## config.mk

```make
export PLATFORM = sky130hd
export DESIGN_NAME = sffc_top
export DESIGN_NICKNAME = d
export VERILOG_FILES = /design/src/hw/sffc_fuse_burner.v /design/src/hw/sffc_top.v
export VERILOG_INCLUDE_DIRS = /design/src /design/src/hw
export SDC_FILE = /design/constraint.sdc
export NUM_CORES = 1
export LEC_CHECK = 0
export ABC_AREA = 1
export ABC_CLOCK_PERIOD_IN_PS = 2100
export BUFFER_PORTS_ARGS = -buffer_cell sky130_fd_sc_hd__buf_2
export CORE_ASPECT_RATIO = 1.5
export CORE_MARGIN = 3
export CORE_UTILIZATION = 51
export CTS_CLUSTER_SIZE = 40
export DETAILED_ROUTE_END_ITERATION = 6
export PLACE_DENSITY = 0.75
export SKIP_CTS_REPAIR_TIMING = 1
export SYNTH_ARGS = -nofsm -noshare
export SYNTH_HDL_FRONTEND = slang
export SYNTH_SLANG_ARGS = --single-unit
```

## constraint.sdc

```tcl
create_clock -name ref_clk -period 2.1 [get_ports ref_clk]
set_clock_uncertainty 0.15 [all_clocks]
set_input_delay 0.63 -clock ref_clk [delete_from_list [all_inputs] [get_ports ref_clk]]
set_output_delay 0.63 -clock ref_clk [all_outputs]
set_load 0.01 [all_outputs]
```

## src/hw/sffc_regs.vh

```
// Register addresses, bit positions, codes and timing for the security fuse and flash control.
`ifndef SFFC_REGS_VH
`define SFFC_REGS_VH
`define SFFC_SFR_LO          8'h80
`define SFFC_XSFR_BASE       16'hfc00
`define SFFC_ADDR_FLASH_CTL  8'hb2
`define SFFC_ADDR_BURN_PULSE 16'hffd1
`define SFFC_ADDR_FUSE_SETUP 16'hffd2
`define SFFC_ADDR_SEC_STAT   16'hffd7
`define SFFC_BIT_PWE         0
`define SFFC_BIT_MEEN        1
`define SFFC_BIT_PROTECT     6
`define SFFC_BIT_FUSE_PROG   7
`define SFFC_BIT_PIN         5
`define SFFC_BIT_FUSE1       1
`define SFFC_BIT_FUSE0       0
`define SFFC_CODE_SETUP      8'h54
`define SFFC_CODE_MODE0      8'h81
`define SFFC_CODE_MODE1      8'h82
`define SFFC_CODE_BURN       8'ha6
`define SFFC_RESET_BYTE      8'h00
`define SFFC_UNDEF_BYTE      8'h00
`define SFFC_BURN_US         500
`define SFFC_CLK_MHZ         100
`endif

```

## src/hw/sffc_fuse_burner.v

```verilog
// Fuse-burn sequencer: set-up code, mode select, then timed burn pulse.
`timescale 1ns/10ps
`include "sffc_regs.vh"
module sffc_fuse_burner #(
  parameter BURN_CYCLES = `SFFC_BURN_US * `SFFC_CLK_MHZ
) (
  input  wire       ref_clk,
  input  wire       rst_b,
  input  wire       setup_wr,
  input  wire       pulse_wr,
  input  wire [7:0] wr_data,
  input  wire       prog_enable,
  input  wire       sec_pin,
  output reg        burn0_r,
  output reg        burn1_r,
  output reg        armed_r,
  output reg  [1:0] mode_r,
  output reg        fuse0_done_r,
  output reg        fuse1_done_r
);
  reg [31:0] burn_cnt_r;
  reg        burning;
  always @* burning = burn0_r | burn1_r;

  always @(posedge ref_clk) begin
    if (!rst_b) begin
      armed_r    <= 1'b0;
      mode_r     <= 2'b00;
      burn0_r    <= 1'b0;
      burn1_r    <= 1'b0;
      burn_cnt_r <= 32'h0000_0000;
    end else begin
      if (setup_wr) begin
        if (wr_data == `SFFC_CODE_SETUP) begin
          armed_r <= 1'b1;
          mode_r  <= 2'b00;
        end else if (armed_r && mode_r == 2'b00 && wr_data == `SFFC_CODE_MODE0) begin
          mode_r <= 2'b01;
        end else if (armed_r && mode_r == 2'b00 && wr_data == `SFFC_CODE_MODE1) begin
          mode_r <= 2'b10;
        end else begin
          // Reserved codes disarm so a stray write cannot lead to a burn.
          armed_r <= 1'b0;
          mode_r  <= 2'b00;
        end
      end
      if (pulse_wr) begin
        if (wr_data == `SFFC_CODE_BURN && armed_r && prog_enable && mode_r != 2'b00) begin
          burn0_r <= mode_r[0];
          burn1_r <= mode_r[1];
        end else begin
          burn0_r <= 1'b0;
          burn1_r <= 1'b0;
          if (burning) begin
            armed_r <= 1'b0;
            mode_r  <= 2'b00;
          end
        end
      end
      if (burn1_r && !sec_pin)
        burn1_r <= 1'b0;
      if (burning)
        burn_cnt_r <= burn_cnt_r + 32'h0000_0001;
      else
        burn_cnt_r <= 32'h0000_0000;
    end
  end

  // Fuse model: a blown fuse survives reset in silicon; here only a cold reset is modelled, so
  // the state is cleared by rst_b and must be reloaded from the real fuse cell in a product.
  always @(posedge ref_clk) begin
    if (!rst_b) begin
      fuse0_done_r <= 1'b0;
      fuse1_done_r <= 1'b0;
    end else begin
      if (burn0_r && burn_cnt_r >= BURN_CYCLES)
        fuse0_done_r <= 1'b1;
      if (burn1_r && sec_pin && burn_cnt_r >= BURN_CYCLES)
        fuse1_done_r <= 1'b1;
    end
  end
endmodule // sffc_fuse_burner

```

## src/hw/sffc_top.v

```verilog
// Security fuse and flash control register block on the special function register bus.
`timescale 1ns/10ps
`include "sffc_regs.vh"
module sffc_top #(
  parameter BURN_CYCLES = `SFFC_BURN_US * `SFFC_CLK_MHZ
) (
  input  wire        ref_clk,
  input  wire        rst_b,
  input  wire        sfr_wr,
  input  wire        sfr_rd,
  input  wire [7:0]  sfr_addr,
  input  wire        xsfr_wr,
  input  wire        xsfr_rd,
  input  wire [15:0] xsfr_addr,
  input  wire [7:0]  wr_data,
  input  wire        int_enabled,
  input  wire        flash_byte_written,
  input  wire        mass_erase_done,
  input  wire        sec_pin,
  input  wire        ext_read_req,
  input  wire        page0_write_req,
  input  wire        debug_req,
  input  wire        debug_bulk_erase,
  output reg  [7:0]  rd_data_r,
  output reg         program_write_enable_r,
  output reg         mass_erase_enable_r,
  output reg         code_protect_bit_r,
  output reg         ext_read_block_r,
  output reg         page0_write_block_r,
  output reg         debug_port_block_r,
  output reg         debug_port_off_r,
  output reg         mode0_code_protect_bit_r,
  output reg         burn0_out_r,
  output reg         burn1_out_r
);
  reg        fuse_program_enable_r;
  wire       burn0;
  wire       burn1;
  wire       mode0_fuse_state;
  wire       mode1_fuse_state;

  function is_xaddr;
    input [15:0] a;
    input [15:0] reg_addr;
    begin
      is_xaddr = (a >= `SFFC_XSFR_BASE) && (a == reg_addr);
    end
  endfunction

  wire flash_ctl_wr = sfr_wr && sfr_addr >= `SFFC_SFR_LO && sfr_addr == `SFFC_ADDR_FLASH_CTL;
  wire flash_ctl_rd = sfr_rd && sfr_addr >= `SFFC_SFR_LO && sfr_addr == `SFFC_ADDR_FLASH_CTL;
  wire setup_wr     = xsfr_wr && is_xaddr(xsfr_addr, `SFFC_ADDR_FUSE_SETUP);
  wire pulse_wr     = xsfr_wr && is_xaddr(xsfr_addr, `SFFC_ADDR_BURN_PULSE);
  wire sec_wr       = xsfr_wr && is_xaddr(xsfr_addr, `SFFC_ADDR_SEC_STAT);
  wire sec_rd       = xsfr_rd && is_xaddr(xsfr_addr, `SFFC_ADDR_SEC_STAT);

  sffc_fuse_burner #(
    .BURN_CYCLES (BURN_CYCLES)
  ) u_burner (
    .ref_clk      (ref_clk),
    .rst_b        (rst_b),
    .setup_wr     (setup_wr),
    .pulse_wr     (pulse_wr),
    .wr_data      (wr_data),
    .prog_enable  (fuse_program_enable_r),
    .sec_pin      (sec_pin),
    .burn0_r      (burn0),
    .burn1_r      (burn1),
    .armed_r      (),
    .mode_r       (),
    .fuse0_done_r (mode0_fuse_state),
    .fuse1_done_r (mode1_fuse_state)
  );

  always @(posedge ref_clk) begin
    if (!rst_b) begin
      program_write_enable_r <= 1'b0;
      mass_erase_enable_r    <= 1'b0;
      code_protect_bit_r     <= 1'b0;
      fuse_program_enable_r  <= 1'b0;
    end else begin
      if (flash_ctl_wr && !int_enabled)
        program_write_enable_r <= wr_data[`SFFC_BIT_PWE];
      else if (flash_byte_written)
        program_write_enable_r <= 1'b0;
      if (flash_ctl_wr)
        mass_erase_enable_r <= wr_data[`SFFC_BIT_MEEN];
      else if (mass_erase_done)
        mass_erase_enable_r <= 1'b0;
      if (flash_ctl_wr && wr_data[`SFFC_BIT_PROTECT])
        code_protect_bit_r <= 1'b1;
      if (sec_wr)
        fuse_program_enable_r <= wr_data[`SFFC_BIT_FUSE_PROG];
    end
  end

  // Enforcement outputs are registered, so they lag the protect bit by one cycle.
  always @(posedge ref_clk) begin
    if (!rst_b) begin
      ext_read_block_r    <= 1'b0;
      page0_write_block_r <= 1'b0;
      debug_port_block_r  <= 1'b0;
      debug_port_off_r    <= 1'b0;
      mode0_code_protect_bit_r      <= 1'b0;
      burn0_out_r         <= 1'b0;
      burn1_out_r         <= 1'b0;
    end else begin
      ext_read_block_r    <= code_protect_bit_r && ext_read_req;
      page0_write_block_r <= code_protect_bit_r && page0_write_req;
      debug_port_off_r    <= mode1_fuse_state;
      debug_port_block_r  <= mode1_fuse_state ||
                             (code_protect_bit_r && debug_req && !debug_bulk_erase);
      mode0_code_protect_bit_r      <= code_protect_bit_r && mode0_fuse_state;
      burn0_out_r         <= burn0;
      burn1_out_r         <= burn1;
    end
  end

  // Read data: write-only bits read as zero.
  always @(posedge ref_clk) begin
    if (!rst_b) begin
      rd_data_r <= `SFFC_RESET_BYTE;
    end else if (flash_ctl_rd) begin
      rd_data_r <= `SFFC_RESET_BYTE;
      rd_data_r[`SFFC_BIT_PWE]     <= program_write_enable_r;
      rd_data_r[`SFFC_BIT_PROTECT] <= code_protect_bit_r;
    end else if (sec_rd) begin
      rd_data_r <= `SFFC_RESET_BYTE;
      rd_data_r[`SFFC_BIT_PIN]   <= sec_pin;
      rd_data_r[`SFFC_BIT_FUSE1] <= mode1_fuse_state;
      rd_data_r[`SFFC_BIT_FUSE0] <= mode0_fuse_state;
    end else if (sfr_rd || xsfr_rd) begin
      rd_data_r <= `SFFC_UNDEF_BYTE;
    end
  end
endmodule // sffc_top

```

After elaboration in Yosys (flattened, before gate mapping):

Index checks and enable logic that the tools add are counted.
W data, S select, Z words.

* register bits: 54
* ROM bits: 0
* bits in writable memories: 0
* output and inout bits: 18
* memories: 0
* latch bits: 0
* bits of input ports: 46

* eq/ne operators: 8
* multiplexer cells: 23
* shift-type cells: 0
* divide/modulo/power cells: 0
* order comparisons: 3
* $add $sub $neg: 1
* $mul: 0
* bitwise logic cells: 2
* reductions and logical operators: 42

Operator list (number)
* $eq A16 B16 Y1 const B: 3
* $add A32 B1 Y32 const B: 1
* $eq A8 B8 Y1 const B: 4
* $ge A32 B16 Y1 const B: 1
* $logic_and A1 B1 Y1: 28
* $mux W7: 3
* $ge A16 B16 Y1 const B: 1
* $mux W2: 7
* $mux W1: 13
* $eq A8 B7 Y1 const B: 1
* $ge A8 B8 Y1 const B: 1
* $reduce_bool A2 Y1: 4
* $reduce_or A2 Y1: 2
* $logic_not A1 Y1: 3
* $reduce_bool A3 Y1: 1
* $logic_not A2 Y1: 1
* $logic_or A1 B1 Y1: 2
* $reduce_and A2 Y1: 1
* $not A1 Y1: 1
* $or A1 B1 Y1: 1

Depth between registers and ports, before layout:

Gate-level depths: netlist of the first run.

* word-level depth: 10
* gate-level depth with buffers: 10
* gate-level depth less buffers: 10

Hierarchy:

A second synthesis of the first run with hierarchy kept.

* cells, all modules: 483
* area, all modules: 3004.1 µm²

Modules (own cells, without submodules)
* sffc_fuse_burner: times used 1, sequential area each 780.7 µm², area an instance 2222.1 µm², cells each 360
* sffc_top: times used 1, sequential area each 300.3 µm², area an instance 782.0 µm², cells each 123

Worst setup path before layout of the first run:

No wires, ideal clock.

* kind: input port to flip-flop
* from: input port xsfr_addr[2]
* to: register u_burner.armed_r
* setup slack: 0.503 ns
* required time: 1.837 ns
* stages on the path: 8
* arrival time: 1.335 ns
* path buffers: 0
* cell sequence: nor2_1 > inv_1 > nor2_1 > nand2_1 > nor2_1 > nand2_1 > nor2_1 > nor2_1

* longest elaborated chain between the ends: 7

RTL lines
* start: declaration: RTL line sffc_top.v:14 `input wire [15:0] xsfr_addr,`
* $ge A16 B16 Y1 (no line) / $eq A16 B16 Y1 (equally long branches)
* $logic_and A1 B1 Y1: RTL line sffc_top.v:46 `` is_xaddr = (a >= `SFFC_XSFR_BASE) && (a == reg_addr); ``
* $logic_and A1 B1 Y1: RTL line sffc_top.v:52 `` wire setup_wr = xsfr_wr && is_xaddr(xsfr_addr, `SFFC_ADDR_FUSE_SETUP); ``
* $mux W1: RTL line sffc_fuse_burner.v:33 `if (setup_wr) begin`
* $mux W1: RTL line sffc_fuse_burner.v:54 `if (burning) begin`
* $mux W1: RTL line sffc_fuse_burner.v:48 `` if (wr_data == `SFFC_CODE_BURN && armed_r && prog_enable && mode_r != 2'b00) begin ``
* $mux W1 (*): RTL line sffc_fuse_burner.v:47 `if (pulse_wr) begin`
* end signal: assignment: RTL line sffc_fuse_burner.v:35 `armed_r <= 1'b1;`
* end signal: assignment: RTL line sffc_fuse_burner.v:43 `armed_r <= 1'b0;`
* end signal: assignment: RTL line sffc_fuse_burner.v:55 `armed_r <= 1'b0;`
* end: declaration: RTL line sffc_fuse_burner.v:16 `output reg armed_r,`

Mark *: on every way between the ends. The rest lies on a longest branch, timed or not.
A chain may end at the register's enable or synchronous reset.

Worst setup path in the final report of the first run:

* from: register u_burner.burn_cnt_r[1]
* to: register u_burner.burn_cnt_r[30]

* longest elaborated chain between the ends: 1

RTL lines
* start: declaration: RTL line sffc_fuse_burner.v:21 `reg [31:0] burn_cnt_r;`
* start signal: assignment: RTL line sffc_fuse_burner.v:63 `burn_cnt_r <= burn_cnt_r + 32'h0000_0001;`
* $add A32 B1 Y32: RTL line sffc_fuse_burner.v:63

Every way passes these cells.

==> results of run 1 <==
==> Yosys cell counts, types with 3 or more instances <==
cell type  count  share of area (%)
nor2_2         5                1.0
nand2_2        6                1.2
nand3b_1       4               0.99
nand2_1      135                 17
a21oi_1       29                4.8
nor2_1        86                 11
clkbuf_1       3               0.37
buf_4          4               0.99
nand4_1        6                1.2
dfxtp_1       54                 36
o21ai_0       19                3.1
inv_1         71                8.8
nor2_4         3                1.1
nand3_1       30                4.9
nor3_1         9                1.5
==> how the worst max path moves through the flow <==
stage	end	from	cells past startpoint	slack, ns
2_1_floorplan	u_burner.armed_r	xsfr_addr[2]	8	0.50
3_3_place_gp	u_burner.armed_r	xsfr_addr[2]	9	0.26
3_5_place_dp	u_burner.armed_r	xsfr_addr[2]	9	0.23
4_1_cts	u_burner.burn_cnt_r[30]	u_burner.burn_cnt_r[1]	8	0.41
5_1_grt	u_burner.burn_cnt_r[30]	u_burner.burn_cnt_r[0]	8	0.26
6_report	u_burner.burn_cnt_r[30]	u_burner.burn_cnt_r[1]	8	0.42
==> logic make-up after synthesis <==
family	synth area share [%]
other cells	0.1235
xor+xnor	0.2885
fa+ha+maj	0.8239
buf+inv	10.75
flops	35.60
simple gates	42.69
compound gates	9.724
==> metrics by stage <==
| stage | std cells | setup slack (ns) | hold WS [ns] | cell area [sq um] |
|---|---|---|---|---|
| after floorplan | 491 | 0.5026 | 0.2718 | 3048 |
| after global placement | 613 | 0.2557 | 0.2971 | 3395 |
| after detailed placement | 613 | 0.2306 | 0.3045 | 3395 |
| after CTS | 621 | 0.4054 | 0.3111 | 3490 |
| after global routing | 621 | 0.2606 | 0.3388 | 3490 |
| final | 621 | 0.4192 | 0.3067 | 3490 |
==> worst max-delay path, stage by stage, from the launching register on <==
cell and delay (ns):
dfxtp_1 0.39, ha_1 0.21, nand2_2 0.08, nor2_4 0.19
nand3_1 0.17, nor2_2 0.20, nand2_1 0.08, nand2_1 0.07
a21oi_2 0.05
==> layer usage <==
metal | share of wire [%] | wire length [um] | vias to the layer above | GRT usage (%)
li1 | - | - | 1639 | -
met1 | 37 | 2751 | 1384 | 21.57
met2 | 54 | 4067 | 96 | 45.00
met3 | 4.4 | 333 | 26 | 3.792
met4 | 4.9 | 371 | 0 | 13.08
met5 | 0 | 0 | - | 0
==> area by class of cell <==
type,count,area [sq um]
Tap cell,70,87.58
Inverter,73,275.3
Timing Repair Buffer,61,310.3
Clock inverter,2,12.51
Sequential cell,54,1081
Fill cell,563,2126
Clock buffer,6,82.58
Multi-Input combinational cell,355,1640
==> where the power goes <==
group	internal [W]	switching [W]
Combinational	0.0000431	0.0000502
Clock	0.000266	0.000341
Sequential	0.00102	0.000000423
==> results.py, run 1 <==
metrics = {
    "synthesis": {
        "synth_enable_flop_cells": 0,
        "seq_area_frac_synth_pct": 35.60,
        "synthCells": 488,
        "yosys_most_used_dff": "dfxtp_1",
        "ys_types": 34,
        "synth.cell_area_sq_um": 3037,
        "ys_ff_latch": 54,
        "avgSynthCellArea_sq_um": 6.223,
        "synth_warnings": 0,
        "ys_async_sr_fraction_pct": 0,
    },
    "layout": {
        "syn2layout_area_growth_pct": 14.92,
        "top_register": "u_burner.burn_cnt_r",
        "drive_above_1_share_pct": 17.06,
        "utilization_pct": 62.14,
        "layout_common_cells": "nand2_1 (135), nor2_1 (86), inv_1 (71)",
        "largest_reg_flops": 32,
        "layout.nets": 598,
        "antenna_cells": 0,
        "final_common_cell": "nand2_1",
        "reg.largest.list": "u_burner.burn_cnt_r: 32 flops, rd_data_r: 4 flops, u_burner.mode_r: 2 flops",
    },
    "global_route": {
        "first_global_vias": 3089,
        "grt_max_degree": 22,
        "grtUsageTotal_pct": 22.72,
        "grt_pass1_wl_mm": 12.90,
        "antenna_found_initial": 0,
        "overflow": 0,
    },
    "drt": {
        "viasPerCell": 5.064,
        "routed_wl_mm": 7.525,
        "first_pass_iters": 5,
        "vias": 3145,
        "ant_nets": 0,
        "drtIter0Drc": 157,
        "drc": 0,
        "post_drt_wl_per_cell_um": 12.12,
    },
    "setup_path": {
        "startpoint_type": "register",
        "r2r_start": "u_burner.burn_cnt_r[1]",
        "critical_path_class": "reg -> reg",
        "worstRegToRegCells": 8,
        "cp.required_ns": 2.15,
        "r2r-end": "u_burner.burn_cnt_r[30]",
        "cp_data_arrival_time_ns": 1.73,
        "cp-end-kind": "register",
        "rrSetupSlack_ns": 0.42,
        "path_max_fanout": 7,
    },
    "sta": {
        "hold_viol": 0,
        "drv_slew": 0,
        "setup_viol": 0,
        "max_freq_mhz": 594.9,
        "post-route-min-period_ns": 1.681,
        "fin_crit_sh_pct": 80.04,
        "rsz0062_at_grt": "no",
        "finalSetupTns_ns": 0,
    },
    "power_and_ir_drop": {
        "ir_worst_vdd_mv": 0.3061,
        "cellPowerDensity_nw_per_um2": 494.3,
        "power_w": 0.001725,
        "p_leak_nw": 1.484,
    },
    "die": {
        "die_x_um": 69.01,
        "core_sq_um": 5615,
        "pin_count": 64,
        "die-height_um": 100.5,
        "die_area_sq_um": 6935,
        "start_util_pct": 54.08,
        "row_count": 33,
    },
    "worst_hold_path": {
        "worstHoldEndpoint": "burn0_out_r",
        "hold_start": "u_burner.burn0_r",
        "hold_depth": 2,
        "hold_class": "reg -> reg",
    },
    "cts": {
        "clk_pin_slew_ns": 0.10,
        "cts_tree": "built",
        "htreeDepth": 2,
        "numCtsBuffers": 5,
        "root_buffer": "clkbuf_8",
        "clock_sinks": 54,
        "clock_latency_ns": 0.31,
        "cts_buffer_depth": 2,
    },
    "run_status": {
        "status": "finished clean",
    },
    "job": {
        "max_cap_violations": 0,
    },
    "place": {
        "hpwl_mm": 6.259,
        "place_congestion": 0.8762,
        "port_buffers": 59,
    },
}
Power figures use the tool's default switching activity.
==> run 2: changes to the inputs <==
--- a/config.mk
+++ b/config.mk
@@ -7,7 +7,7 @@
 export NUM_CORES = 1
 export LEC_CHECK = 0
 export ABC_AREA = 1
-export ABC_CLOCK_PERIOD_IN_PS = 2100
+export ABC_CLOCK_PERIOD_IN_PS = 1800
 export BUFFER_PORTS_ARGS = -buffer_cell sky130_fd_sc_hd__buf_2
 export CORE_ASPECT_RATIO = 1.5
 export CORE_MARGIN = 3
==> constraint.sdc (replaced) <==
create_clock -name ref_clk -period 1.8 [get_ports ref_clk]
set_clock_uncertainty 0.15 [all_clocks]
set_input_delay 0.54 -clock ref_clk [delete_from_list [all_inputs] [get_ports ref_clk]]
set_output_delay 0.54 -clock ref_clk [all_outputs]
set_load 0.01 [all_outputs]
==> run 2 against run 1 <==
Core utilization up 0.53 points. Global-route usage down 0.19 points. Final cell count up 0.64%. Clock-buffer cell count down 1. Hold slack worse by 0.065 ns. Wire length down 1.0%. Clock power up 16%.
==> results.py, run 2 (synthesized netlist as in run 1, its figures left out) <==
metrics = {
    "run_status": {
        "status": "finished clean",
    },
    "worst_hold_path": {
        "hold_class": "in -> reg",
        "hold_start": "debug_bulk_erase",
    },
    "setup_path": {
        "r2r_start": "u_burner.burn_cnt_r[0]",
        "critical_path.top_delay_family": "simple AND/OR/NAND/NOR gates",
        "cp.required_ns": 1.90,
        "critPathMaxStageDelay_ns": 0.39,
        "startpoint_type": "register",
        "critical_path_class": "reg -> reg",
        "cp_num_buf_inv": 2,
        "crit_start": "u_burner.burn_cnt_r[0]",
        "cp-end-kind": "register",
        "cp_cell_sequence": "ha_1, nand2_2, nor2_4, buf_4, inv_1, nor2_1, nand3_1, a21oi_1",
        "slowest_stage": "dfxtp_1",
        "path_max_fanout": 4,
        "cp_data_arrival_time_ns": 1.75,
    },
    "layout": {
        "utilization_pct": 62.68,
        "top_register": "u_burner.burn_cnt_r",
        "antenna_cells": 0,
        "largest_reg_flops": 32,
        "syn2layout_area_growth_pct": 15.90,
        "layout_common_cells": "nand2_1 (135), nor2_1 (86), inv_1 (71)",
        "layout.nets": 602,
        "drive_above_1_share_pct": 17.66,
        "reg.largest.list": "u_burner.burn_cnt_r: 32 flops, rd_data_r: 4 flops, u_burner.mode_r: 2 flops",
        "final_area_sq_um": 3520,
        "final_common_cell": "nand2_1",
    },
    "sta": {
        "drv_slew": 0,
        "layout_setup_ws_ns": 0.1530,
        "timing.hold.ws_ns": 0.2413,
        "hold_viol": 0,
        "fin_crit_sh_pct": 91.50,
        "post-route-min-period_ns": 1.647,
        "max_freq_mhz": 607.2,
        "setup_viol": 0,
        "finalSetupTns_ns": 0,
    },
    "cts": {
        "cts_buffer_depth": 2,
        "clock_latency_ns": 0.32,
        "clock_sinks": 54,
        "numCtsBuffers": 5,
        "root_buffer": "clkbuf_8",
        "cts_tree": "built",
        "clk_pin_slew_ns": 0.11,
        "htreeDepth": 2,
    },
    "drt": {
        "first_pass_iters": 4,
        "post_drt_wl_per_cell_um": 11.92,
        "drtIter0Drc": 190,
        "vias": 3135,
        "ant_nets": 0,
        "drc": 0,
        "routed_wl_mm": 7.449,
        "viasPerCell": 5.016,
    },
    "place": {
        "place_congestion": 0.8635,
        "hpwl_mm": 6.116,
        "dp_worst_setup_slack_ns": 0.02579,
        "port_buffers": 59,
        "place_area_sq_um": 3410,
    },
    "global_route": {
        "overflow": 0,
        "grt_max_degree": 19,
        "grtUsageTotal_pct": 22.53,
        "first_global_vias": 3022,
        "grt_pass1_wl_mm": 12.61,
        "antenna_found_initial": 0,
    },
    "power_and_ir_drop": {
        "ir_worst_vdd_mv": 0.3160,
        "cellPowerDensity_nw_per_um2": 570.1,
        "p_leak_nw": 1.505,
    },
    "die": {
        "row_count": 33,
        "core_sq_um": 5615,
        "die_area_sq_um": 6935,
        "die_x_um": 69.01,
        "die-height_um": 100.5,
        "start_util_pct": 54.08,
        "pin_count": 64,
    },
    "job": {
        "max_cap_violations": 0,
    },
}
## run 2: final cells by class
class	count	area [sq um]
fillers	555	2096
multi-input cells	355	1640
flip-flops and latches	54	1081
repair buffers	65	340.3
inverters	73	275.3
well taps	70	87.58
clock buffers	5	68.82
clock inverters	3	26.28
## run 2: final timing paths
kind,depth (start not counted),slack [ns],to
setup / recovery,8,0.15,u_burner.burn_cnt_r[28]
hold / removal,2,0.24,debug_port_block_r
setup reg to reg,8,0.15,u_burner.burn_cnt_r[28]
hold reg to reg,2,0.31,burn1_out_r
## run 2: worst reg2reg max path, cell delays in order, from the launching register on
cell and delay (ns):
dfxtp_1 0.39, ha_1 0.21, nand2_2 0.08, nor2_4 0.16, buf_4 0.15, inv_1 0.04, nor2_1 0.17, nand3_1 0.10
a21oi_1 0.14
## run 2: layer usage
| metal | vias up | GRT usage, % | part of all wire, % |
|---|---|---|---|
| met2 | 84 | 43.97 | 54 |
| li1 | 1646 | - | - |
| met3 | 27 | 4.391 | 4.6 |
| met5 | - | 0 | 0 |
| met4 | 0 | 14.14 | 4.9 |
| met1 | 1378 | 21.07 | 36 |
## run 2: power by group
group / total [W] / internal [W] / leakage, nW / switching (W)
sequential: 0.00120 / 0.00119 / 0.435 / 0.000000430
combinational: 0.000108 / 0.0000503 / 1.02 / 0.0000575
clock: 0.000704 / 0.000282 / 0.0483 / 0.000422
## run 2: metrics by stage
stage	std cells	total power, W
after global placement	615	0.001330
after floorplan	491	0.001272
after detailed placement	615	0.001331
after global routing	625	0.002089
after CTS	623	0.002025
final	625	0.002007
==> run 3: changes to the inputs <==
--- a/config.mk
+++ b/config.mk
@@ -9,13 +9,14 @@
 export ABC_AREA = 1
 export ABC_CLOCK_PERIOD_IN_PS = 1800
 export BUFFER_PORTS_ARGS = -buffer_cell sky130_fd_sc_hd__buf_2
+export CAP_MARGIN = 40
 export CORE_ASPECT_RATIO = 1.5
 export CORE_MARGIN = 3
-export CORE_UTILIZATION = 51
+export CORE_UTILIZATION = 30
 export CTS_CLUSTER_SIZE = 40
 export DETAILED_ROUTE_END_ITERATION = 6
-export PLACE_DENSITY = 0.75
 export SKIP_CTS_REPAIR_TIMING = 1
 export SYNTH_ARGS = -nofsm -noshare
 export SYNTH_HDL_FRONTEND = slang
 export SYNTH_SLANG_ARGS = --single-unit
+export TNS_END_PERCENT = 1
==> run 3 against run 2 <==
Die area increased by 64%. Critical endpoint is now u_burner.burn_cnt_r[26]. Global-route usage decreased by 8.2 points. Combinational power about the same. Critical path type unchanged. Hold slack improved by 0.033 ns. Worst setup slack got worse by 0.0063 ns. Via count increased by 0.38%. First-iteration DRC count decreased by 25%. Highest routed layer unchanged. Wire length increased by 4.8%.
==> results.py, run 3 (synthesized netlist as in run 1, its figures left out) <==
metrics = {
    "die": {
        "die-height_um": 129.2,
        "die_area_sq_um": 11390,
        "core_sq_um": 9799,
        "die_x_um": 88.15,
        "row_count": 44,
        "start_util_pct": 30.99,
        "pin_count": 64,
    },
    "job": {
        "max_cap_violations": 0,
    },
    "power_and_ir_drop": {
        "power_w": 0.002330,
        "cellPowerDensity_nw_per_um2": 636.0,
        "p_leak_nw": 1.566,
        "ir_worst_vdd_mv": 0.3786,
    },
    "setup_path": {
        "slowest_stage": "dfxtp_2",
        "path_max_fanout": 6,
        "r2r_start": "u_burner.burn_cnt_r[1]",
        "startpoint_type": "register",
        "cp_data_arrival_time_ns": 1.74,
        "r2r-end": "u_burner.burn_cnt_r[26]",
        "cp-end-kind": "register",
        "critPathMaxStageDelay_ns": 0.36,
        "rrSetupSlack_ns": 0.15,
        "critical_path_class": "reg -> reg",
        "critical_path.top_delay_family": "simple AND/OR/NAND/NOR gates",
        "cp_num_buf_inv": 1,
        "worstRegToRegCells": 8,
        "cp_cell_sequence": "ha_1, nand2_2, nor2_4, nand2_4, nor2_4, buf_4, nand3_1, a21oi_1",
        "cp.required_ns": 1.89,
        "cp_common_cell": "nor2_4",
    },
    "sta": {
        "layout_setup_ws_ns": 0.1467,
        "setup_viol": 0,
        "max_freq_mhz": 604.8,
        "post-route-min-period_ns": 1.653,
        "hold_viol": 0,
        "drv_slew": 0,
        "fin_crit_sh_pct": 91.85,
        "finalSetupTns_ns": 0,
        "rsz0062_at_grt": "no",
    },
    "drt": {
        "drtIter0Drc": 142,
        "vias": 3147,
        "post_drt_wl_per_cell_um": 11.60,
        "ant_nets": 0,
        "drc": 0,
        "routed_wl_mm": 7.809,
        "viasPerCell": 4.676,
        "first_pass_iters": 4,
    },
    "cts": {
        "clock_sinks": 54,
        "htreeDepth": 2,
        "cts_tree": "built",
        "numCtsBuffers": 5,
        "root_buffer": "clkbuf_16",
        "cts_buffer_depth": 2,
        "clk_pin_slew_ns": 0.08,
        "clock_latency_ns": 0.31,
    },
    "place": {
        "hpwl_mm": 6.333,
        "dp_worst_setup_slack_ns": 0.02428,
        "port_buffers": 59,
        "place_congestion": 0.8916,
    },
    "global_route": {
        "grtUsageTotal_pct": 14.34,
        "overflow": 0,
        "grt_max_degree": 20,
        "first_global_vias": 3019,
        "antenna_found_initial": 0,
        "grt_pass1_wl_mm": 13.04,
    },
    "layout": {
        "antenna_cells": 0,
        "final_common_cell": "nand2_1",
        "largest_reg_flops": 32,
        "reg.largest.list": "u_burner.burn_cnt_r: 32 flops, rd_data_r: 4 flops, u_burner.mode_r: 2 flops",
        "layout.nets": 605,
        "syn2layout_area_growth_pct": 20.64,
        "drive_above_1_share_pct": 18.28,
        "layout_common_cells": "nand2_1 (135), nor2_1 (86), inv_1 (71)",
        "top_register": "u_burner.burn_cnt_r",
    },
    "worst_hold_path": {
        "hold_start": "debug_bulk_erase",
        "hold_class": "in -> reg",
        "worstHoldEndpoint": "debug_port_block_r",
        "hold_depth": 2,
    },
    "run_status": {
        "status": "finished clean",
    },
}
==> run 3: cell count changes in the layout (fill, tap and decap cells not counted), sizes merged <==
cell and delta:
buf +3, clkinv -2, inv +2
==> run 3: final cells by class <==
class	count	area [sq um]
Inverter	73	275.3
Timing Repair Buffer	68	362.8
Clock buffer	5	125.1
Tap cell	115	143.9
Clock inverter	3	28.78
Fill cell	1042	6136
Sequential cell	54	1082
Multi-Input combinational cell	355	1645
==> run 3: stage by stage <==
step	instance area (sq um)	utilization, %	std cells	hold WS (ns)
2_1_floorplan	3048	-	491	0.2718
6_report	3664	37.39	673	0.2744
4_1_cts	3635	37.09	670	0.2659
3_5_place_dp	3481	35.52	662	0.3042
3_3_place_gp	3481	35.52	662	0.2980
5_1_grt	3664	37.39	673	0.2708
==> run 3: worst max path at each step <==
stage / endpoint / cells past startpoint / startpoint / slack, ns
2_1_floorplan: u_burner.armed_r / 8 / xsfr_addr[2] / 0.29
3_3_place_gp: u_burner.armed_r / 9 / xsfr_addr[2] / 0.06
3_5_place_dp: u_burner.armed_r / 9 / xsfr_addr[2] / 0.02
4_1_cts: u_burner.burn_cnt_r[10] / 8 / u_burner.burn_cnt_r[1] / 0.13
5_1_grt: u_burner.burn_cnt_r[10] / 8 / u_burner.burn_cnt_r[1] / 0.03
6_report: u_burner.burn_cnt_r[26] / 8 / u_burner.burn_cnt_r[1] / 0.15
==> run 3: worst reg2reg max path, stage by stage (launching register included) <==
cell and delay [ns]:
dfxtp_2 0.36, ha_1 0.18, nand2_2 0.08, nor2_4 0.21, nand2_4 0.11, nor2_4 0.16
buf_4 0.13, nand3_1 0.07, a21oi_1 0.14
==> run 3: layer usage <==
metal	share of wire, %	vias up	GRT usage (%)	routed length (um)
met3	5.8	22	3.372	450
met1	40	1376	14.92	3118
met4	3.9	0	7.473	303
li1	-	1651	-	-
met2	50	98	26.15	3936
met5	0	-	0	0
==> run 3: report_power, final <==
group / switching, W / total, W / internal [W]
Combinational: 0.0000588 / 0.000109 / 0.0000504
Clock: 0.000492 / 0.00103 / 0.000534
Sequential: 0.000000371 / 0.00119 / 0.00119
Total: 0.000551 / 0.00233 / 0.00178
